### config.mk
export PLATFORM = sky130hd
export DESIGN_NAME = stp_target
export DESIGN_NICKNAME = d
export VERILOG_FILES = /design/src/stp_pkg.sv /design/src/stp_sync.sv /design/src/stp_target.sv
export VERILOG_INCLUDE_DIRS = /design/src
export SDC_FILE = /design/constraint.sdc
export NUM_CORES = 1
export LEC_CHECK = 0
export BUFFER_PORTS_ARGS = -buffer_cell sky130_fd_sc_hd__buf_2
export CAP_MARGIN = 20
export CELL_PAD_IN_SITES_DETAIL_PLACEMENT = 2
export CELL_PAD_IN_SITES_GLOBAL_PLACEMENT = 2
export CORE_MARGIN = 3
export CORE_UTILIZATION = 33
export CTS_CLUSTER_SIZE = 14
export DETAILED_ROUTE_END_ITERATION = 10
export PLACE_DENSITY = 0.75
export SYNTH_ARGS = -nofsm -noshare
export SYNTH_HDL_FRONTEND = slang
export SYNTH_SLANG_ARGS = --single-unit
### constraint.sdc
create_clock -name SYS_CLK_I -period 2.3 [get_ports SYS_CLK_I]
set_input_delay 0.46 -clock SYS_CLK_I [delete_from_list [all_inputs] [get_ports SYS_CLK_I]]
set_output_delay 0.46 -clock SYS_CLK_I [all_outputs]
set_load 0.005 [all_outputs]
### src/stp_defines.svh
// constants of the two-wire target register port
`ifndef STP_DEFINES_SVH
`define STP_DEFINES_SVH
`define STP_CLK_HZ    50000000
`define STP_TMO_MS    30
`define STP_TMO_CYC   (`STP_TMO_MS * (`STP_CLK_HZ / 1000))
`define STP_IDLE_US   150
`define STP_IDLE_CYC  (`STP_IDLE_US * (`STP_CLK_HZ / 1000000))
`define STP_ADDR_V1   7'h4C
`define STP_ADDR_V2   7'h4D
`define STP_PTR_RST   8'h00
`define STP_BYTE_BITS 4'h8
`endif

### src/stp_pkg.sv
// types of the two-wire target register port
package stp_pkg;
  typedef enum logic [7:0] {
    ST_IDLE  = 8'h01,
    ST_ADDR  = 8'h02,
    ST_ACK_A = 8'h04,
    ST_WRX   = 8'h08,
    ST_ACK_W = 8'h10,
    ST_TX    = 8'h20,
    ST_ACK_H = 8'h40,
    ST_HOLD  = 8'h80
  } stp_state_e;
endpackage

### src/stp_sync.sv
// two flip-flop synchroniser for pin inputs
`timescale 1ns/10ps
`default_nettype none
module stp_sync #(
  parameter int W = 1
) (
  input  wire logic         clk_i,
  input  wire logic         rst_n_i,
  input  wire logic         ce_i,
  input  wire logic [W-1:0] d_i,
  output logic      [W-1:0] q_o
);
  logic [W-1:0] meta_r;

  // first stage feeds only the second stage; reset shows released lines
  always_ff @(posedge clk_i) begin
    if (!rst_n_i) begin
      meta_r <= '1;
      q_o    <= '1;
    end else if (ce_i) begin
      meta_r <= d_i;
      q_o    <= meta_r;
    end
  end
endmodule // stp_sync
`default_nettype wire

### src/stp_target.sv
// two-wire target port with auto-incrementing register pointer
// Behaviour
// - never pull the clock line low
// - data falling while clock high starts; a start after lines high 150 us outside standby is lost to the idle reset
// - first byte: seven address bits, direction
// - answer only own variant address
// - acknowledge every received byte low
// - eight bits per byte, msb first
// - data rising while clock high resets
// - enabled 30 ms clock low resets
// - lines high 150 us resets outside standby
// - write byte stores data at register
// - block write increments pointer, wraps, unbounded
// - read byte after pointer set, repeated start
// - block read advances on host ack
// - send byte loads pointer only
// - receive byte reads current pointer
// - reserved bits read as zero
`timescale 1ns/10ps
`default_nettype none
`include "stp_defines.svh"
module stp_target #(
  parameter int TMO_CYC  = `STP_TMO_CYC,
  parameter int IDLE_CYC = `STP_IDLE_CYC
) (
  input  wire logic       SYS_CLK_I,
  input  wire logic       RST_N_I,
  input  wire logic       CE_I,
  input  wire logic       SERIAL_CLOCK_PIN_I,
  input  wire logic       SDA_I,
  input  wire logic       VARIANT_SEL_I,
  input  wire logic       TIMEOUT_EN_I,
  input  wire logic       STANDBY_I,
  input  wire logic [7:0] REG_RDATA_I,
  input  wire logic [7:0] REG_RSVD_I,
  output logic            SDA_O,
  output logic            SDA_OE_O,
  output logic      [7:0] REG_PTR_O,
  output logic      [7:0] REG_WADDR_O,
  output logic      [7:0] REG_WDATA_O,
  output logic            REG_WE_O
);
  localparam int TW = $clog2(TMO_CYC + 1);
  localparam int IW = $clog2(IDLE_CYC + 1);

  // refuse counts the counters cannot serve
  if (TMO_CYC < 1 || IDLE_CYC < 1) begin : g_bad_cnt
    $error("stp_target: counts must be at least one");
  end

  stp_pkg::stp_state_e state_r;
  logic [2:0]    pin_s;
  logic          scl_q_r;
  logic          sda_q_r;
  logic [3:0]    cnt_r;
  logic [7:0]    shreg_r;
  logic          dir_r;
  logic          first_r;
  logic          hack_r;
  logic [TW-1:0] tmo_cnt_r;
  logic [IW-1:0] idle_cnt_r;

  // pins pass two flip-flops before any logic
  stp_sync #(.W(3)) u_sync (
    .clk_i   (SYS_CLK_I),
    .rst_n_i (RST_N_I),
    .ce_i    (CE_I),
    .d_i     ({SERIAL_CLOCK_PIN_I, SDA_I, VARIANT_SEL_I}),
    .q_o     (pin_s)
  );

  // line events from synchronised levels
  wire       scl_s    = pin_s[2];
  wire       sda_s    = pin_s[1];
  wire       scl_hi   = scl_s & scl_q_r;
  wire       start_ev = scl_hi & sda_q_r & ~sda_s;
  wire       stop_ev  = scl_hi & ~sda_q_r & sda_s;
  wire       rise     = scl_s & ~scl_q_r;
  wire       fall     = ~scl_s & scl_q_r;
  wire       rx_done  = fall & (cnt_r == `STP_BYTE_BITS);
  wire [6:0] own_addr = pin_s[0] ? `STP_ADDR_V2 : `STP_ADDR_V1;
  wire       addr_ok  = (shreg_r[7:1] == own_addr);
  wire [7:0] rd_byte  = REG_RDATA_I & ~REG_RSVD_I;
  wire       tmo_hit  = TIMEOUT_EN_I & (tmo_cnt_r == TW'(TMO_CYC));
  wire       idle_hit = ~STANDBY_I & (idle_cnt_r == IW'(IDLE_CYC));
  wire       bus_rst  = stop_ev | tmo_hit | idle_hit;

  // previous line levels for edge detection
  always_ff @(posedge SYS_CLK_I) begin
    if (!RST_N_I) begin
      scl_q_r <= 1'b1;
      sda_q_r <= 1'b1;
    end else if (CE_I) begin
      scl_q_r <= scl_s;
      sda_q_r <= sda_s;
    end
  end

  // clock-low time-out counter, cleared while disabled
  always_ff @(posedge SYS_CLK_I) begin
    if (!RST_N_I) begin
      tmo_cnt_r <= '0;
    end else if (CE_I) begin
      if (scl_s || !TIMEOUT_EN_I || tmo_hit) begin
        tmo_cnt_r <= '0;
      end else begin
        tmo_cnt_r <= TW'(tmo_cnt_r + 1'b1);
      end
    end
  end

  // both-lines-high idle counter, saturating
  always_ff @(posedge SYS_CLK_I) begin
    if (!RST_N_I) begin
      idle_cnt_r <= '0;
    end else if (CE_I) begin
      if (!(scl_s && sda_s) || STANDBY_I) begin
        idle_cnt_r <= '0;
      end else if (idle_cnt_r != IW'(IDLE_CYC)) begin
        idle_cnt_r <= IW'(idle_cnt_r + 1'b1);
      end
    end
  end

  // open-drain data: the pin only ever pulls low
  always_ff @(posedge SYS_CLK_I) begin
    if (!RST_N_I) begin
      SDA_O <= 1'b0;
    end else if (CE_I) begin
      SDA_O <= 1'b0;
    end
  end

  // protocol engine; data changes only on clock falls and on the clock-low time-out
  always_ff @(posedge SYS_CLK_I) begin
    if (!RST_N_I) begin
      state_r     <= stp_pkg::ST_IDLE;
      cnt_r       <= 4'h0;
      shreg_r     <= 8'h00;
      dir_r       <= 1'b0;
      first_r     <= 1'b0;
      hack_r      <= 1'b0;
      SDA_OE_O    <= 1'b0;
      REG_PTR_O   <= `STP_PTR_RST;
      REG_WADDR_O <= 8'h00;
      REG_WDATA_O <= 8'h00;
      REG_WE_O    <= 1'b0;
    end else if (CE_I) begin
      REG_WE_O <= 1'b0;
      if (bus_rst) begin
        state_r  <= stp_pkg::ST_IDLE;
        SDA_OE_O <= 1'b0;
      end else if (start_ev) begin
        state_r  <= stp_pkg::ST_ADDR;
        cnt_r    <= 4'h0;
        SDA_OE_O <= 1'b0;
      end else begin
        case (state_r)
          stp_pkg::ST_ADDR, stp_pkg::ST_WRX: begin
            if (rise) begin
              shreg_r <= {shreg_r[6:0], sda_s};
              cnt_r   <= 4'(cnt_r + 4'h1);
            end else if (rx_done && state_r == stp_pkg::ST_ADDR) begin
              if (addr_ok) begin
                SDA_OE_O <= 1'b1;
                dir_r    <= shreg_r[0];
                first_r  <= 1'b1;
                state_r  <= stp_pkg::ST_ACK_A;
              end else begin
                state_r <= stp_pkg::ST_HOLD;
              end
            end else if (rx_done) begin
              SDA_OE_O <= 1'b1;
              first_r  <= 1'b0;
              state_r  <= stp_pkg::ST_ACK_W;
              if (first_r) begin
                REG_PTR_O <= shreg_r;
              end else begin
                REG_WE_O    <= 1'b1;
                REG_WADDR_O <= REG_PTR_O;
                REG_WDATA_O <= shreg_r;
                REG_PTR_O   <= 8'(REG_PTR_O + 8'h01);
              end
            end
          end
          stp_pkg::ST_ACK_A: begin
            if (fall) begin
              cnt_r <= 4'h0;
              if (dir_r) begin
                shreg_r  <= rd_byte;
                SDA_OE_O <= ~rd_byte[7];
                state_r  <= stp_pkg::ST_TX;
              end else begin
                SDA_OE_O <= 1'b0;
                state_r  <= stp_pkg::ST_WRX;
              end
            end
          end
          stp_pkg::ST_ACK_W: begin
            if (fall) begin
              SDA_OE_O <= 1'b0;
              cnt_r    <= 4'h0;
              state_r  <= stp_pkg::ST_WRX;
            end
          end
          stp_pkg::ST_TX: begin
            if (rise) begin
              cnt_r <= 4'(cnt_r + 4'h1);
            end else if (rx_done) begin
              SDA_OE_O <= 1'b0;
              state_r  <= stp_pkg::ST_ACK_H;
            end else if (fall) begin
              shreg_r  <= {shreg_r[6:0], 1'b0};
              SDA_OE_O <= ~shreg_r[6];
            end
          end
          stp_pkg::ST_ACK_H: begin
            if (rise) begin
              hack_r <= ~sda_s;
              if (!sda_s) begin
                REG_PTR_O <= 8'(REG_PTR_O + 8'h01);
              end
            end else if (fall) begin
              if (hack_r) begin
                cnt_r    <= 4'h0;
                shreg_r  <= rd_byte;
                SDA_OE_O <= ~rd_byte[7];
                state_r  <= stp_pkg::ST_TX;
              end else begin
                state_r <= stp_pkg::ST_HOLD;
              end
            end
          end
          default: begin
            state_r <= state_r;
          end
        endcase
      end
    end
  end

  wire go = CE_I & ~bus_rst & ~start_ev;
endmodule // stp_target
`default_nettype wire

==> impl_metrics.csv <==
group,metric,value,unit
status,run_status,"finished with violations",
status,violations,"setup timing",
global_route,antenna_found_initial,2,
final_layout,area_growth,47.7,%
job,max_cap_viol_count,0,
global_route,grt_pass1_vias,5586,
sta,period_share,1.11,
global_route,grt_usage,0.251,
power,peakVddDrop,551,uV
clock_tree,clock_latency,0.37,ns
clock_tree,cts.htree.levels,3,
min_path,min_path_type,"in -> reg",
setup_path,end_kind,"flip-flop",
drt,drt_iter0_markers,473,
global_route,grt_remaining_overflow,0,
synth,syn_nets,592,
setup_path,arrival,2.82,ns
power,pwr-share-seq,0.434,
setup_path,start_kind,"flip-flop",
sta,slew_violations,0,
sta,tns,-2.29,ns
die,die_w,127,um
final_layout,final_nets,753,
power,pwr-share-comb,0.077,
power,swShare,0.249,
clock_tree,cts_made_buffers,9,
die,start_util,0.343,
drt,drt_pre_antenna_iters,5,
final_layout,final_cells,908,
final_layout,final_core_util,0.507,
drt,num_vias,5354,
setup_path,required,2.56,ns
sta,tightest_slew,0.929,ns
drt,drc,0,
final_layout,multi_input_area,3320,sq um
clock_tree,root_buffer,"clkbuf_16",
power,leakagePower,2.72,nW
synth,yosysSeqAreaShare,0.375,
clock_tree,cts_sinks,91,
clock_tree,cts_tree,"done",
sta,period_needed,2.56,ns
sta,fmax,391,MHz
synth,synth_area,4860,sq um
sta,clock-skew-final,0.0151,ns
final_layout,final_cell_area,7170,sq um
final_layout,drive_above_1_share,0.396,
die,ioPinCount,51,
power,power,3.68,mW
drt,routed_via_density,5.90,
synth,ys.flop_type,"dfxtp_1",
setup_path,criticalPathCategory,"reg -> reg",
setup_path,slowest_delay,0.55,ns
clock_tree,clk_path_buf_depth,2,
place,gp_congestion,0.883,
setup_path,crit_path_cell_trace,"buf_6 > or4_4 > nor4_4 > buf_4 > o21bai_4 > a221oi_4 > buf_12 > buf_8 > a21oi_2 > a311oi_2",
global_route,grt_pass1_wl,32000,um
final_layout,regArea,1840,sq um
clock_tree,postCtsHoldBufs,0,
place,dpl_cell_area,5930,sq um
die,num_rows,43,
sta,rsz0062_at_grt,"true",
global_route,grt_max_degree,34,
synth,synth_edf_count,0,
power,power_density,513,nW/um^2
sta,finalSetupViolCount,30,
die,dieHeight,127,um
sta,hold_viol_final,0,
die,core-area,14100,sq um
final_layout,final.fill_count,1456,
synth,ys_seq_elements,91,
die,die_area,16200,sq um
power,p_sw,915,uW
synth,ys_types,72,
drt,ant_nets,0,
synth,synth_cells,561,
clock_tree,clk_pin_slew,0.07,ns
synth,async_reset_ff_frac,0,
synth,syn_avg_cell_area,8.66,sq um
place,place_inst,851,
drt,wl,25500,um
place,dpl.hpwl,12600,um
synth,yosysWarningCount,0,
setup_path,cp_max_fo,5,
drt,wl_per_cell,28.1,um
sta,finalWorstSetupSlack,-0.261,ns
setup_path,slowest_stage,"or4_4",
sta,slew_headroom,0.380,
power,clkPwrFrac,0.489,
place,io_buffers,49,
power,internal-power,2.76,mW
sequential cells by signal, indices dropped and copies added, names as in the netlist:
register / flops
REG_WADDR_O: 8
scl_q_r: 1
cnt_r: 4
shreg_r: 8
state_r: 8
REG_PTR_O: 8
tmo_cnt_r: 21
hack_r: 1
first_r: 1
u_sync.meta_r: 3
u_sync.q_o: 3
REG_WE_O: 1
REG_WDATA_O: 8
SDA_OE_O: 1
sda_q_r: 1
idle_cnt_r: 13
dir_r: 1
critical path, delay by kind of cell (launching register included):
family,cells,cell delay (ns)
flip-flops,1,0.32
buffers and inverters,4,0.60
AND/OR/NAND/NOR,2,0.70
AO/OA/AOI/OAI,4,0.84
power groups by stage:
stage | logic, mW | clock network, mW | registers (mW)
after floorplan | 0.112 | 0 | 1.63
after global placement | 0.200 | 0 | 1.63
after detailed placement | 0.210 | 0 | 1.63
after CTS | 0.229 | 1.76 | 1.59
after global routing | 0.297 | 1.88 | 1.60
final | 0.284 | 1.80 | 1.60
cells in the final DEF (no fill, tap or decap), types with 5 or more instances in the layout:
cell type / netlist / final
buf_4: 2 / 106
dfxtp_1: 91 / 81
nor2_1: 70 / 66
buf_2: 9 / 49
nand2_1: 51 / 48
mux2i_1: 44 / 42
nand3_1: 28 / 26
xor2_1: 19 / 18
xnor2_1: 16 / 16
buf_6: 3 / 15
and3_1: 15 / 14
a21oi_1: 18 / 11
nand4_1: 10 / 10
clkbuf_16: 0 / 10
nor2b_1: 11 / 9
dfxtp_2: 0 / 9
inv_1: 10 / 8
nor3_1: 10 / 7
a21oi_2: 2 / 7
o21ai_0: 18 / 7
a311oi_2: 2 / 7
buf_12: 0 / 7
o21ai_1: 1 / 6
nand2b_1: 6 / 6
ha_1: 7 / 6
or4_4: 1 / 5
nor4b_4: 0 / 5
per-stage QoR:
step / hold slack (ns) / setup WS, ns
after floorplan: 0.441 / 0.00539
after global placement: 0.453 / -0.356
after detailed placement: 0.474 / -0.501
after CTS: 0.352 / -0.204
after global routing: 0.356 / -0.306
final: 0.341 / -0.261
cell usage after synthesis, types with 7 or more instances:
cell type / instances / area (sq um)
nand4_1: 10 / 62.6
a21oi_1: 18 / 90.1
mux2i_1: 44 / 440
inv_1: 10 / 37.5
ha_1: 7 / 87.6
buf_2: 9 / 45.0
and3_1: 15 / 93.8
clkbuf_1: 14 / 52.6
nand2_1: 51 / 191
xor2_1: 19 / 166
nor3_1: 10 / 50.1
dfxtp_1: 91 / 1820
nor2b_1: 11 / 68.8
xnor2_1: 16 / 140
nand3_1: 28 / 140
nor2_1: 70 / 263
o21ai_0: 18 / 90.1
final timing paths:
check / slack, ns / endpoint / depth (start not counted) / start
setup reg to reg: -0.26 / shreg_r[2]$_SDFFE_PN0P_ / 10 / state_r[7]$_SDFFE_PN0P_
hold reg to reg: 0.49 / u_sync.q_o[2]$_SDFFE_PN1P_ / 2 / u_sync.meta_r[2]$_SDFFE_PN1P_
hold / removal: 0.34 / u_sync.meta_r[0]$_SDFFE_PN1P_ / 3 / VARIANT_SEL_I
setup / recovery: -0.26 / shreg_r[2]$_SDFFE_PN0P_ / 10 / state_r[7]$_SDFFE_PN0P_
routing by layer:
layer  GRT usage  up-vias  part of all wire
li1            -     2327                 -
met3      0.0318       76             0.048
met2       0.449      221              0.50
met1       0.300     2728              0.40
met5           0        -           0.00027
met4       0.107        2             0.044
area by class of cell:
type / count / area share
Inverter: 11 / 0.00576
Multi-Input combinational cell: 429 / 0.463
Clock buffer: 10 / 0.0319
Clock inverter: 6 / 0.0155
Timing Repair Buffer: 180 / 0.196
Antenna cell: 1 / 0.000349
Sequential cell: 91 / 0.256
Tap cell: 180 / 0.0314
cell families after synthesis:
| group | Yosys count | synth area share |
|---|---|---|
| and+or+nand+nor | 254 | 0.278 |
| xor gates and xnor gates | 35 | 0.0631 |
| DFF | 91 | 0.375 |
| other | 1 | 0.000772 |
| AOI/OAI and AO/OA | 87 | 0.132 |
| muxes | 45 | 0.0930 |
| buffers and inverters | 41 | 0.0404 |
| adders and majority gates | 7 | 0.0180 |
timing repair:
item                                    in CTS  in global routing
endpoints found under the setup margin      49                 54
pin swaps                                   19                 33
buffers inserted                            11                 28
resized for setup                           47                 88
endpoints found under the hold margin        0                  0
cloned                                       0                  1
Note: power is estimated with default switching activity, not from simulation.
